## src/timer_count_register_pkg.sv

```systemverilog
// timer package: register map, field layout, reset values, types
// ============================================================
package timer_count_register_pkg;

    // ============================================================
    // register byte addresses
    localparam logic [3:0] TIMER_COUNT_REGISTER_ADDR_COUNT_LOW   = 4'h0;
    localparam logic [3:0] TIMER_COUNT_REGISTER_ADDR_HIGH_BUFFER = 4'h4;
    localparam logic [3:0] TIMER_COUNT_REGISTER_ADDR_IRQ_CONTROL = 4'h8;
    localparam logic [3:0] TIMER_COUNT_REGISTER_ADDR_TIMER_CTRL  = 4'hC;

    // ============================================================
    // field positions
    localparam int TIMER_COUNT_REGISTER_CTRL_RUN    = 7;
    localparam int TIMER_COUNT_REGISTER_CTRL_WIDTH  = 6;
    localparam int TIMER_COUNT_REGISTER_CTRL_SOURCE = 5;
    localparam int TIMER_COUNT_REGISTER_CTRL_EDGE   = 4;
    localparam int TIMER_COUNT_REGISTER_CTRL_BYPASS = 3;
    localparam int TIMER_COUNT_REGISTER_IRQ_ENABLE  = 5;
    localparam int TIMER_COUNT_REGISTER_IRQ_FLAG    = 2;

    // ============================================================
    // reset values and counts
    localparam logic [7:0] TIMER_COUNT_REGISTER_CTRL_RESET     = 8'hFF;
    localparam logic [7:0] TIMER_COUNT_REGISTER_HIGH_RESET     = 8'h00;
    localparam logic [7:0] TIMER_COUNT_REGISTER_IRQ_RESET      = 8'h00;
    localparam logic [1:0] TIMER_COUNT_REGISTER_WRITE_INHIBIT  = 2'h2;

    typedef struct packed {
        logic       run;
        logic       width8;
        logic       ext_source;
        logic       fall_edge;
        logic       bypass;
        logic [2:0] ratio;
    } timer_count_register_ctrl_t;

    typedef struct packed {
        logic        valid;
        logic        write;
        logic [3:0]  addr;
    } timer_count_register_req_t;

endpackage : timer_count_register_pkg

```

## src/timer_count_register_prescaler.sv

```systemverilog
// prescaler: eight-bit hidden divider producing a one-cycle tick
`timescale 1ns/10ps
`default_nettype none
module timer_count_register_prescaler
    import timer_count_register_pkg::*;
(
    input  wire logic       hclk,
    input  wire logic       hresetn,
    input  wire logic       clr,
    input  wire logic       inc,
    input  wire logic [2:0] ratio,
    output logic            tick
);

    typedef struct packed {
        logic [7:0] cnt;
    } timer_count_register_ps_state_t;

    timer_count_register_ps_state_t s_reg;
    timer_count_register_ps_state_t s_next;
    logic [7:0]     cnt_inc;
    logic [7:0]     mask;

    // ============================================================
    // divider; count not reachable from the bus
    always_comb
    begin
        s_next  = s_reg;
        cnt_inc = s_reg.cnt + 8'h01;
        mask    = 8'((9'h002 << ratio) - 9'h001);
        tick    = 1'b0;
        if (clr)
        begin
            s_next.cnt = 8'h00;
        end
        else if (inc)
        begin
            s_next.cnt = cnt_inc;
            tick       = ((s_reg.cnt & mask) == mask);
        end
    end

    always_ff @(posedge hclk or negedge hresetn)
    begin
        if (!hresetn)
            s_reg <= '0;
        else
            s_reg <= s_next;
    end

    property p_clr_zero;
        @(posedge hclk) disable iff (!hresetn)
        clr |=> (s_reg.cnt == 8'h00);
    endproperty
    a_clr_zero: assert property (p_clr_zero) else $error("prescaler not cleared");

    property p_ratio2_tick;
        @(posedge hclk) disable iff (!hresetn)
        (inc && !clr && ratio == 3'h0 && s_reg.cnt[0]) |-> tick;
    endproperty
    a_ratio2_tick: assert property (p_ratio2_tick) else $error("1:2 tick missing");

endmodule : timer_count_register_prescaler
`default_nettype wire

```

## src/timer_count_register_timer.sv

```systemverilog
// timer top: ahb-lite slave, sync, counter, overflow interrupt
//
// The register offsets and the AHB-Lite interface to the registers were chosen for this implementation.
`timescale 1ns/10ps
`default_nettype none
module timer_count_register_timer
    import timer_count_register_pkg::*;
(
    input  wire logic        hclk,
    input  wire logic        hresetn,
    input  wire logic        hsel,
    input  wire logic [31:0] haddr,
    input  wire logic [1:0]  htrans,
    input  wire logic        hwrite,
    input  wire logic [2:0]  hsize,
    input  wire logic [31:0] hwdata,
    input  wire logic        hready,
    output logic [31:0]      hrdata,
    output logic             hreadyout,
    output logic             hresp,
    input  wire logic        external_count_pin,
    input  wire logic        sleep,
    output logic             irq
);

    // all state in one struct, filled by the one always_comb, held by the one always_ff
    typedef struct packed {
        timer_count_register_req_t   req;
        timer_count_register_ctrl_t  ctrl;
        logic [7:0]  cnt_lo;
        logic [7:0]  cnt_hi;
        logic [7:0]  hi_buf;
        logic        flag;
        logic        irq_en;
        logic [5:0]  irq_other;
        logic [1:0]  inhibit;
        logic        pin_meta;
        logic        pin_sync;
        logic        pin_prev;
        logic [31:0] rdata;
        logic        irq;
    } timer_count_register_state_t;

    // state copies and combinational helpers of the next-state logic
    timer_count_register_state_t s_reg;
    timer_count_register_state_t s_next;
    logic        ps_clr;
    logic        ps_inc;
    logic        ps_tick;
    logic        src_event;
    logic        edge_rise;
    logic        edge_fall;
    logic        step;
    logic        wr_low;
    logic        rd_low;
    logic        ovf;
    logic [15:0] cnt_plus;
    logic [7:0]  wbyte;
    logic        addr_hit;
    logic        wr_irq_ctrl;

    // ============================================================
    // prescaler instance
    timer_count_register_prescaler u_prescaler (
        .hclk    (hclk),
        .hresetn (hresetn),
        .clr     (ps_clr),
        .inc     (ps_inc),
        .ratio   (s_reg.ctrl.ratio),
        .tick    (ps_tick)
    );

    // ============================================================
    // main next-state logic
    always_comb
    begin
        s_next   = s_reg;
        wbyte    = hwdata[7:0];
        // rising or falling edge on the synchronised pin
        edge_rise = s_reg.pin_sync & ~s_reg.pin_prev;
        edge_fall = ~s_reg.pin_sync & s_reg.pin_prev;
        src_event = s_reg.ctrl.ext_source ?
                    (s_reg.ctrl.fall_edge ? edge_fall : edge_rise) : 1'b1;
        // sleep gates the clock source, so no overflow can arise in sleep
        src_event = src_event & s_reg.ctrl.run & ~sleep;
        wr_low   = s_reg.req.valid & s_reg.req.write & (s_reg.req.addr == TIMER_COUNT_REGISTER_ADDR_COUNT_LOW);
        // data phase write to interrupt control, the only way software touches the flag
        wr_irq_ctrl = s_reg.req.valid & s_reg.req.write & (s_reg.req.addr == TIMER_COUNT_REGISTER_ADDR_IRQ_CONTROL);
        rd_low   = 1'b0;
        ps_clr   = wr_low & ~s_reg.ctrl.bypass;
        ps_inc   = src_event & ~s_reg.ctrl.bypass;
        // bypass bit read each cycle, so reassignment takes effect at once
        step     = (s_reg.ctrl.bypass ? src_event : ps_tick) & (s_reg.inhibit == 2'h0);
        cnt_plus = 16'({s_reg.cnt_hi, s_reg.cnt_lo} + 17'h00001);
        ovf      = 1'b0;

        // synchroniser: meta only feeds sync
        s_next.pin_meta = external_count_pin;
        s_next.pin_sync = s_reg.pin_meta;
        s_next.pin_prev = s_reg.pin_sync;

        if (s_reg.inhibit != 2'h0)
            s_next.inhibit = s_reg.inhibit - 2'h1;

        // counter advance
        if (step && !wr_low)
        begin
            if (s_reg.ctrl.width8)
            begin
                s_next.cnt_lo = cnt_plus[7:0];
                ovf           = (s_reg.cnt_lo == 8'hFF);
            end
            else
            begin
                s_next.cnt_lo = cnt_plus[7:0];
                s_next.cnt_hi = cnt_plus[15:8];
                ovf           = ({s_reg.cnt_hi, s_reg.cnt_lo} == 16'hFFFF);
            end
        end

        // data phase: write
        if (s_reg.req.valid && s_reg.req.write)
        begin
            if (s_reg.req.addr == TIMER_COUNT_REGISTER_ADDR_COUNT_LOW)
            begin
                s_next.cnt_lo  = wbyte;
                s_next.cnt_hi  = s_reg.ctrl.width8 ? s_reg.cnt_hi : s_reg.hi_buf;
                s_next.inhibit = TIMER_COUNT_REGISTER_WRITE_INHIBIT;
            end
            else if (s_reg.req.addr == TIMER_COUNT_REGISTER_ADDR_HIGH_BUFFER)
                s_next.hi_buf = wbyte;
            else if (s_reg.req.addr == TIMER_COUNT_REGISTER_ADDR_IRQ_CONTROL)
            begin
                s_next.irq_en    = wbyte[TIMER_COUNT_REGISTER_IRQ_ENABLE];
                s_next.flag      = wbyte[TIMER_COUNT_REGISTER_IRQ_FLAG];
                s_next.irq_other = {wbyte[7:6], wbyte[4:3], wbyte[1:0]};
            end
            else if (s_reg.req.addr == TIMER_COUNT_REGISTER_ADDR_TIMER_CTRL)
                s_next.ctrl = timer_count_register_ctrl_t'(wbyte);
        end

        // overflow sets the flag; set beats a simultaneous software clear
        if (ovf)
            s_next.flag = 1'b1;

        // address phase: capture and prepare read data; offsets above the map are
        // refused whole, so a stray address cannot alias onto the count register
        addr_hit         = hsel & hready & htrans[1] & (haddr[31:4] == 28'h0000000);
        s_next.req.valid = addr_hit;
        s_next.req.write = hwrite;
        s_next.req.addr  = haddr[3:0];
        s_next.rdata     = 32'h0000_0000;
        if (addr_hit && !hwrite)
        begin
            if (haddr[3:0] == TIMER_COUNT_REGISTER_ADDR_COUNT_LOW)
            begin
                rd_low       = 1'b1;
                s_next.rdata = {24'h000000, s_next.cnt_lo};
            end
            else if (haddr[3:0] == TIMER_COUNT_REGISTER_ADDR_HIGH_BUFFER)
                s_next.rdata = {24'h000000, s_next.hi_buf};
            else if (haddr[3:0] == TIMER_COUNT_REGISTER_ADDR_IRQ_CONTROL)
                s_next.rdata = {24'h000000, s_next.irq_other[5:4], s_next.irq_en,
                                s_next.irq_other[3:2], s_next.flag, s_next.irq_other[1:0]};
            else if (haddr[3:0] == TIMER_COUNT_REGISTER_ADDR_TIMER_CTRL)
                s_next.rdata = {24'h000000, s_next.ctrl};
        end
        if (rd_low && !s_reg.ctrl.width8)
            s_next.hi_buf = s_next.cnt_hi;

        s_next.irq = s_next.flag & s_next.irq_en;
    end

    always_ff @(posedge hclk or negedge hresetn)
    begin
        if (!hresetn)
        begin
            s_reg        <= '0;
            s_reg.ctrl   <= timer_count_register_ctrl_t'(TIMER_COUNT_REGISTER_CTRL_RESET);
            s_reg.hi_buf <= TIMER_COUNT_REGISTER_HIGH_RESET;
        end
        else
            s_reg <= s_next;
    end

    // ============================================================
    // read data and irq straight from flops; zero wait states, always okay
    assign hrdata    = s_reg.rdata;
    assign hreadyout = 1'b1;
    assign hresp     = 1'b0;
    assign irq       = s_reg.irq;

    // ============================================================
    // checks
    property p_irq_mask;
        @(posedge hclk) disable iff (!hresetn)
        !s_reg.irq_en |=> !irq;
    endproperty
    a_irq_mask: assert property (p_irq_mask) else $error("irq while masked");

    property p_ovf8;
        @(posedge hclk) disable iff (!hresetn)
        (step && !wr_low && s_reg.ctrl.width8 && s_reg.cnt_lo == 8'hFF) |=> (s_reg.flag && s_reg.cnt_lo == 8'h00);
    endproperty
    a_ovf8: assert property (p_ovf8) else $error("8-bit wrap missed");

    property p_ovf16;
        @(posedge hclk) disable iff (!hresetn)
        (step && !wr_low && !s_reg.ctrl.width8 && {s_reg.cnt_hi, s_reg.cnt_lo} == 16'hFFFF)
        |=> (s_reg.flag && {s_reg.cnt_hi, s_reg.cnt_lo} == 16'h0000);
    endproperty
    a_ovf16: assert property (p_ovf16) else $error("16-bit wrap missed");

    property p_inhibit;
        @(posedge hclk) disable iff (!hresetn)
        wr_low |=> (s_reg.inhibit == 2'h2) ##1 (s_reg.inhibit == 2'h1 && $stable(s_reg.cnt_lo));
    endproperty
    a_inhibit: assert property (p_inhibit) else $error("write inhibit wrong");

    property p_sleep;
        @(posedge hclk) disable iff (!hresetn)
        (sleep && !s_reg.req.valid) |=> $stable({s_reg.cnt_hi, s_reg.cnt_lo});
    endproperty
    a_sleep: assert property (p_sleep) else $error("counted in sleep");

    property p_hi_load;
        @(posedge hclk) disable iff (!hresetn)
        (wr_low && !s_reg.ctrl.width8) |=> (s_reg.cnt_hi == $past(s_reg.hi_buf));
    endproperty
    a_hi_load: assert property (p_hi_load) else $error("high byte not loaded");

    property p_hi_snap;
        @(posedge hclk) disable iff (!hresetn)
        (rd_low && !s_reg.ctrl.width8) |=> (s_reg.hi_buf == s_reg.cnt_hi);
    endproperty
    a_hi_snap: assert property (p_hi_snap) else $error("high buffer not captured");

    property p_ctrl_kept;
        @(posedge hclk) disable iff (!hresetn)
        wr_low |=> $stable(s_reg.ctrl);
    endproperty
    a_ctrl_kept: assert property (p_ctrl_kept) else $error("control changed by count write");

    property p_bypass_step;
        @(posedge hclk) disable iff (!hresetn)
        (s_reg.ctrl.bypass && src_event && s_reg.inhibit == 2'h0 && !wr_low && s_reg.ctrl.width8)
        |=> (s_reg.cnt_lo == 8'($past(s_reg.cnt_lo) + 8'h01));
    endproperty
    a_bypass_step: assert property (p_bypass_step) else $error("bypass step missed");

    // ============================================================
    // checks on counter holds, prescaler clear, flag and irq behaviour
    // prescaler assigned and no tick: the count must not move
    property p_prescaled_hold;
        @(posedge hclk) disable iff (!hresetn)
        (!s_reg.ctrl.bypass && !ps_tick && !wr_low) |=> $stable({s_reg.cnt_hi, s_reg.cnt_lo});
    endproperty
    a_prescaled_hold: assert property (p_prescaled_hold) else $error("count moved without prescaler tick");

    // counter mode with no pin edge: the count may not advance
    property p_no_edge_hold;
        @(posedge hclk) disable iff (!hresetn)
        (s_reg.ctrl.ext_source && (s_reg.pin_sync == s_reg.pin_prev) && !wr_low)
        |=> $stable({s_reg.cnt_hi, s_reg.cnt_lo});
    endproperty
    a_no_edge_hold: assert property (p_no_edge_hold) else $error("count moved without pin edge");

    // wrap with the interrupt enabled raises the line on the next cycle
    property p_irq_raise;
        @(posedge hclk) disable iff (!hresetn)
        (ovf && s_reg.irq_en && !wr_irq_ctrl) |=> irq;
    endproperty
    a_irq_raise: assert property (p_irq_raise) else $error("irq not raised on wrap");

    // a cleared prescaler cannot tick on the cycle after the clear
    property p_ps_cleared;
        @(posedge hclk) disable iff (!hresetn)
        ps_clr |=> !ps_tick;
    endproperty
    a_ps_cleared: assert property (p_ps_cleared) else $error("prescaler ticked after clear");

    // flag is sticky until software writes interrupt control
    property p_flag_sticky;
        @(posedge hclk) disable iff (!hresetn)
        (s_reg.flag && !wr_irq_ctrl) |=> s_reg.flag;
    endproperty
    a_flag_sticky: assert property (p_flag_sticky) else $error("flag lost without write");

    // flag never sets without a wrap or a software write
    property p_flag_cause;
        @(posedge hclk) disable iff (!hresetn)
        (!s_reg.flag && !ovf && !wr_irq_ctrl) |=> !s_reg.flag;
    endproperty
    a_flag_cause: assert property (p_flag_cause) else $error("flag set without wrap");

    // 8-bit mode: a low byte write leaves the high byte alone
    property p_hi_kept8;
        @(posedge hclk) disable iff (!hresetn)
        (wr_low && s_reg.ctrl.width8) |=> $stable(s_reg.cnt_hi);
    endproperty
    a_hi_kept8: assert property (p_hi_kept8) else $error("high byte changed in 8-bit mode");

    // both inhibit cycles after a count write hold the count still
    property p_inhibit_hold;
        @(posedge hclk) disable iff (!hresetn)
        (s_reg.inhibit != 2'h0 && !wr_low) |=> $stable({s_reg.cnt_hi, s_reg.cnt_lo});
    endproperty
    a_inhibit_hold: assert property (p_inhibit_hold) else $error("count moved during inhibit");

endmodule : timer_count_register_timer
`default_nettype wire

```

## config.mk

```make
export PLATFORM = sky130hd
export DESIGN_NAME = timer_count_register_timer
export DESIGN_NICKNAME = d
export VERILOG_FILES = /design/src/timer_count_register_pkg.sv /design/src/timer_count_register_prescaler.sv /design/src/timer_count_register_timer.sv
export SDC_FILE = /design/constraint.sdc
export NUM_CORES = 1
export LEC_CHECK = 0
export CORE_MARGIN = 2
export CORE_UTILIZATION = 42
export CTS_CLUSTER_DIAMETER = 40
export DETAILED_ROUTE_END_ITERATION = 10
export DONT_BUFFER_PORTS = 1
export PLACE_DENSITY_LB_ADDON = 0.3
export SLEW_MARGIN = 10
export SYNTH_ARGS = -nofsm -noshare
export SYNTH_HDL_FRONTEND = slang
export SYNTH_SLANG_ARGS = --single-unit
```

## constraint.sdc

```tcl
create_clock -name hclk -period 4.2 [get_ports hclk]
set_input_delay 0.21 -clock hclk [delete_from_list [all_inputs] [get_ports hclk]]
set_output_delay 0.21 -clock hclk [all_outputs]
set_load 0.01 [all_outputs]
```

==> impl_metrics.env, run 1 <==
export IMPL_globalRouteOverflowTotal=0
export IMPL_synth_top_family_by_area="simple AND/OR/NAND/NOR gates"
export IMPL_drt_iter0_markers=293
export IMPL_fin_skew_ps=7.762
export IMPL_htree_levels=3
export IMPL_cts_num_sinks=68
export IMPL_portBuffers=0
export IMPL_antenna_cells=0
export IMPL_syn_instance_count=423
export IMPL_p_total_uw=1536
export IMPL_yosysTopAreaCellShare_pct=38.10
export IMPL_firstDrtPassIters=5
export IMPL_routedWlPerCell_um=17.94
export IMPL_hold_viol_final=0
export IMPL_setup_violations=0
export IMPL_p_leak_uw=0.001772
export IMPL_cp_max_fo=8
export IMPL_hold_class="primary input to flop"
export IMPL_syn_avg_cell_area_um2=9.317
export IMPL_cts_setup_buffers=0
export IMPL_synth_area_mux_share_pct=6.508
export IMPL_gp_congestion=0.9055
export IMPL_synthSimpleGateAreaFrac_pct=22.41
export IMPL_clk_pin_slew_ps=70
export IMPL_hpwl_mm=7.022
export IMPL_synth_seq_cells=68
export IMPL_largest_reg_flops=49
export IMPL_cts_tree="yes"
export IMPL_synth_top_area_cell="dfrtp_1"
export IMPL_max_stage_delay_ps=750
export IMPL_period_share_pct=71.69
export IMPL_hold_ws_ps=12.40
export IMPL_min_period_ps=3011
export IMPL_yosysSeqAreaShare_pct=43.43
export IMPL_seq_area_mm2=0.001712
export IMPL_insertion_delay_ps=360
export IMPL_cts_inserted_buffers=9
export IMPL_first_global_vias=3073
export IMPL_ir_worst_vdd_v=0.0001770
export IMPL_crit_chain="nor4bb_1, nand2_1, a31oi_2, nor3_2, and3_1, xnor2_1, a2111oi_0"
export IMPL_fmax_mhz=332.1
export IMPL_cts_buffer_depth=2
export IMPL_syn2layout_area_growth_pct=6.000
export IMPL_die_w_um=100.9
export IMPL_cp_start_kind="flop"
export IMPL_async_reset_ff_share_pct=100.0
export IMPL_root_buffer="clkbuf_8"
export IMPL_synth_ff_type="dfrtp_1"
export IMPL_die_y_um=100.9
export IMPL_hold_buffers=10
export IMPL_viasPerCell=5.845
export IMPL_fin_nets=499
export IMPL_drc_errors=0
export IMPL_endpoint_kind="flop"
export IMPL_ctsResizeCount=0
export IMPL_rsz0062_at_grt="no"
export IMPL_critPathSlowestCell="nor4bb_1"
export IMPL_ios=111
export IMPL_synthAdderAreaFrac_pct=0.6349
export IMPL_fin_tns_setup_ps=0
export IMPL_crit_type="flop to flop"
export IMPL_slew_headroom_pct=41.89
export IMPL_synth_area_mm2=0.003941
export IMPL_routed_wl_mm=9.632
export IMPL_cp_arrival_ps=3210
export IMPL_multi_input_area_mm2=0.001966
export IMPL_synthDistinctLibCells=64
export IMPL_grt_max_degree=69
export IMPL_power_density_mw_per_mm2=367.7
export IMPL_status="completed"
export IMPL_grt_pass1_wl_mm=15.72
export IMPL_grt_usage_pct=20.42
export IMPL_initial_core_util_pct=43.06
export IMPL_synth_compound_area_share_pct=15.17
export IMPL_drive_above_1_share_pct=12.44
export IMPL_yosysWarningCount=0
export IMPL_synthTopCellsByArea="dfrtp_1, buf_4, dfstp_2, nor2_1, mux2_2"
export IMPL_fin_ws_ps=1189
export IMPL_antenna_found_initial=0
export IMPL_vias=3139
export IMPL_fillers=871
export IMPL_synth_edf_count=0
export IMPL_coreArea_mm2=0.009153
export IMPL_synth_xor_area_share_pct=2.667
export IMPL_cp_data_required_time_ps=4400
export IMPL_drv_slew=0
export IMPL_max_cap_violations=0
export IMPL_core_rowCount=35
export IMPL_dieArea_mm2=0.01017
export IMPL_drtAntennaViolNets=0
export IMPL_worst_slew_pin_slew_ps=859.9
export IMPL_dp_worst_setup_slack_ps=1294
==> synthesized netlist by cell type (2+ instances only) <==
cell type and instances:
nand3b_1 4, dfrtp_1 60, inv_1 9, a21oi_1 25, mux2_2 13, o21ai_0 14, nor3_1 11, or2_2 3
nand3_1 8, a41oi_1 2, nor4_1 10, and3_1 8, dfstp_2 8, a31oi_1 7, a211oi_1 6, nand2b_1 9
and2_1 3, conb_1 2, xor2_1 6, o31ai_1 5, o21a_1 4, mux2i_1 11, nand2_1 34, clkbuf_1 15
nand4_1 11, nor2b_1 3, or3_1 5, ha_1 2, a21o_1 2, nor2_1 42, o211ai_1 3, nor3_4 2
a221oi_1 2, xnor2_1 6, or4_1 3, o22ai_1 4, buf_4 34
==> power breakdown <==
part / internal (uW) / switching (uW) / total (uW)
logic: 97.4 / 134 / 231
clock network: 271 / 248 / 520
registers: 716 / 68.8 / 785
total: 1090 / 451 / 1540
==> per-layer routing <==
layer,track usage [%],part of all wire [%],up-vias
li1,-,-,1468
met3,5.548,9.1,21
met4,8.641,2.2,0
met5,0,0,-
met2,30.15,43,169
met1,28.21,45,1481
==> worst paths after layout <==
kind / startpoint / to / slack, ps / depth (start not counted)
worst max register to register: s_reg[78]$_DFF_PN0_ / hrdata[5]$_DFF_PN0_ / 1190 / 7
worst min register to register: s_next[33]$_DFF_PN0_ / s_reg[33]$_DFF_PN0_ / 390 / 0
worst max-delay path: s_reg[78]$_DFF_PN0_ / hrdata[5]$_DFF_PN0_ / 1190 / 7
min in group asynchronous: hresetn / u_prescaler.s_reg[7]$_DFFE_PN0P_ / 380 / 2
max in group asynchronous: hresetn / s_reg[76]$_DFF_PN1_ / 3490 / 2
worst min-delay path: hwdata[7] / s_reg[69]$_DFF_PN0_ / 10 / 2
==> metrics by stage <==
step           area, um^2  utilization [%]  instances
2_1_floorplan        4031                -        447
3_3_place_gp         3876            42.35        511
3_5_place_dp         3876            42.35        511
4_1_cts              4178            45.65        537
5_1_grt              4178            45.65        537
6_report             4178            45.65        537
==> cell type report <==
class / count / share of cell area, %
multi-input cells: 319 / 47.05
flip-flops and latches: 68 / 40.97
repair buffers: 13 / 3.354
well taps: 111 / 3.324
clock buffers: 11 / 3.145
clock inverters: 5 / 1.258
inverters: 10 / 0.8985
==> critical path: cells and delay by family (launching register included) <==
kind | cells | cell delay [ps]
and+or+nand+nor | 4 | 1370
AOI/OAI and AO/OA | 2 | 960
DFF | 1 | 390
xor gates and xnor gates | 1 | 140
==> cell usage in the layout, fill, tap and decap left out, types with 11 or more instances in the layout <==
cell | netlist | final
dfrtp_1 | 60 | 60
conb_1 | 2 | 26
o21ai_0 | 14 | 14
nor3_1 | 11 | 11
mux2i_1 | 11 | 11
mux2_2 | 13 | 13
nand2_1 | 34 | 34
a21oi_1 | 25 | 25
nor2_1 | 42 | 42
nand4_1 | 11 | 11
==> logic make-up after synthesis <==
family,count (synthesis)
other,2
AND/OR/NAND/NOR,166
XOR/XNOR,12
multiplexers,24
adder cells (fa/ha/maj),2
AO/OA/AOI/OAI,89
buffers and inverters,60
flip-flops,68
(Power assumes the default switching activity.)
==> inputs of run 2 (changes only) <==
==> constraint.sdc (replaced) <==
create_clock -name hclk -period 3.1 [get_ports hclk]
set_input_delay 0.155 -clock hclk [delete_from_list [all_inputs] [get_ports hclk]]
set_output_delay 0.155 -clock hclk [all_outputs]
set_load 0.01 [all_outputs]
==> run 2 against run 1 <==
  * Fmax is 3.7% higher
  * Combinational power is 43% higher
  * Clock power is 57% higher
  * Non-clock buffer count is 15 higher
  * Die area stayed put
  * Setup slack worse by 990 ps
  * Clock skew is 2.3 ps higher
  * Clock-buffer cell count stayed put
  * Wire length is 3.1% higher
  * Global-route usage is 0.37 points higher
  * Critical path type unchanged
  * Highest routed layer unchanged
==> impl_metrics.env, run 2 (synthesized netlist as in run 1, its figures left out) <==
export IMPL_max_stage_delay_ps=590
export IMPL_firstDrtPassIters=4
export IMPL_fin_tns_setup_ps=0
export IMPL_drc_errors=0
export IMPL_crit_chain="or3b_1, a311o_1, or4b_4, or2_4, nor3_4, nand2_1, a21boi_0"
export IMPL_endpoint_kind="flop"
export IMPL_r2r_start="s_reg[74]$_DFF_PN1_"
export IMPL_grt_usage_pct=20.79
export IMPL_drt_iter0_markers=198
export IMPL_final_core_util_pct=47.57
export IMPL_die_w_um=100.9
export IMPL_root_buffer="clkbuf_8"
export IMPL_coreArea_mm2=0.009153
export IMPL_period_share_pct=93.63
export IMPL_rsz0062_at_grt="no"
export IMPL_hold_viol_final=0
export IMPL_r2r_cells=7
export IMPL_worstHoldPathCells=3
export IMPL_drv_slew=0
export IMPL_antenna_found_initial=0
export IMPL_placed_area_mm2=0.003944
export IMPL_hold_class="primary input to flop"
export IMPL_cts_setup_buffers=0
export IMPL_drtAntennaViolNets=0
export IMPL_hold_path_end="s_reg[83]$_DFF_PN0_"
export IMPL_hpwl_mm=7.238
export IMPL_cp_max_fo=5
export IMPL_max_cap_violations=0
export IMPL_cts_num_sinks=68
export IMPL_hp_start="haddr[23]"
export IMPL_clk_pin_slew_ps=70
export IMPL_gp_congestion=0.9229
export IMPL_fmax_mhz=344.5
export IMPL_drive_above_1_share_pct=14.51
export IMPL_final_common_cell="dfrtp_1"
export IMPL_critPathSlowestCell="or4b_4"
export IMPL_antenna_cells=0
export IMPL_fin_nets=514
export IMPL_routedWlPerCell_um=18.00
export IMPL_layout_common_cells="dfrtp_1, nor2_1, nand2_1"
export IMPL_syn2layout_area_growth_pct=10.48
export IMPL_cts_buffer_depth=2
export IMPL_htree_levels=3
export IMPL_core_rowCount=35
export IMPL_cp_arrival_ps=3130
export IMPL_worst_slew_pin_slew_ps=624.9
export IMPL_ir_worst_vdd_v=0.0003440
export IMPL_r2r_slack_ps=200
export IMPL_cp_data_required_time_ps=3330
export IMPL_ios=111
export IMPL_first_global_vias=3139
export IMPL_p_leak_uw=0.001860
export IMPL_insertion_delay_ps=350
export IMPL_cts_inserted_buffers=9
export IMPL_min_period_ps=2902
export IMPL_initial_core_util_pct=43.06
export IMPL_p_total_uw=2212
export IMPL_fin_area_mm2=0.004354
export IMPL_critical_path_top_delay_family="simple AND/OR/NAND/NOR gates"
export IMPL_cts_tree="yes"
export IMPL_crit_type="flop to flop"
export IMPL_power_density_mw_per_mm2=507.9
export IMPL_portBuffers=0
export IMPL_slew_headroom_pct=58.34
export IMPL_status="completed"
export IMPL_vias=3222
export IMPL_globalRouteOverflowTotal=0
export IMPL_routed_wl_mm=9.934
export IMPL_cp_start_kind="flop"
export IMPL_grt_pass1_wl_mm=16.09
export IMPL_viasPerCell=5.837
export IMPL_die_y_um=100.9
export IMPL_setup_violations=0
export IMPL_largest_reg_flops=49
export IMPL_dieArea_mm2=0.01017
export IMPL_grt_max_degree=69
export IMPL_r2r_end="irq$_DFF_PN0_"
export IMPL_fin_skew_ps=10.07
export IMPL_cp_num_buf_inv=0
[run 2: what timing repair did]
action | CTS | global route
hold buffers | 16 | 0
setup endpoints to repair | 0 | 1
endpoints found under the hold margin | 98 | 0
resized for setup | 0 | 1
[run 2: worst max path at each step]
stage	end	from	slack, ps	cells after the start
floorplan	hrdata[2]$_DFF_PN0_	s_reg[74]$_DFF_PN1_	510	7
global placement	hrdata[2]$_DFF_PN0_	s_reg[74]$_DFF_PN1_	250	7
detailed placement	hrdata[5]$_DFF_PN0_	s_reg[79]$_DFF_PN0_	220	7
CTS	hrdata[5]$_DFF_PN0_	s_reg[79]$_DFF_PN0_	190	7
global route	irq$_DFF_PN0_	s_reg[74]$_DFF_PN1_	70	7
finish	irq$_DFF_PN0_	s_reg[74]$_DFF_PN1_	200	7
[run 2: metrics by stage]
step,worst slack [ps],cells,hold slack [ps]
after global routing,72.71,552,36.81
final,197.5,552,10.72
after CTS,186.0,552,0.5777
after detailed placement,220.9,520,-139.7
after global placement,253.5,520,-139.1
after floorplan,512.2,447,-140.6
[run 2: area by class of cell]
| type | count | area (um^2) |
|---|---|---|
| Fill cell | 841 | 4798 |
| Clock buffer | 11 | 141.4 |
| Clock inverter | 5 | 85.08 |
| Timing Repair Buffer | 28 | 267.8 |
| Tap cell | 111 | 138.9 |
| Sequential cell | 68 | 1712 |
| Inverter | 10 | 37.54 |
| Multi-Input combinational cell | 319 | 1972 |
[run 2: worst register-to-register path, cell delays in order, from the launching register on]
cell	delay (ps)
dfstp_2	380
or3b_1	380
a311o_1	420
or4b_4	590
or2_4	290
nor3_4	300
nand2_1	140
a21boi_0	290
[run 2: where the power goes]
part / switching [uW] / total, uW / leakage (uW) / internal (uW)
sequential: 93.1 / 1060 / 0.000825 / 970
clock: 339 / 817 / 0.000110 / 478
combinational: 189 / 331 / 0.000925 / 142
[run 2: routing by layer]
metal  global-route usage (%)  routed length [um]
met1                    29.03                4473
met2                    31.23                4373
met3                    4.022                 811
met4                    9.378                 276
met5                        0                   0
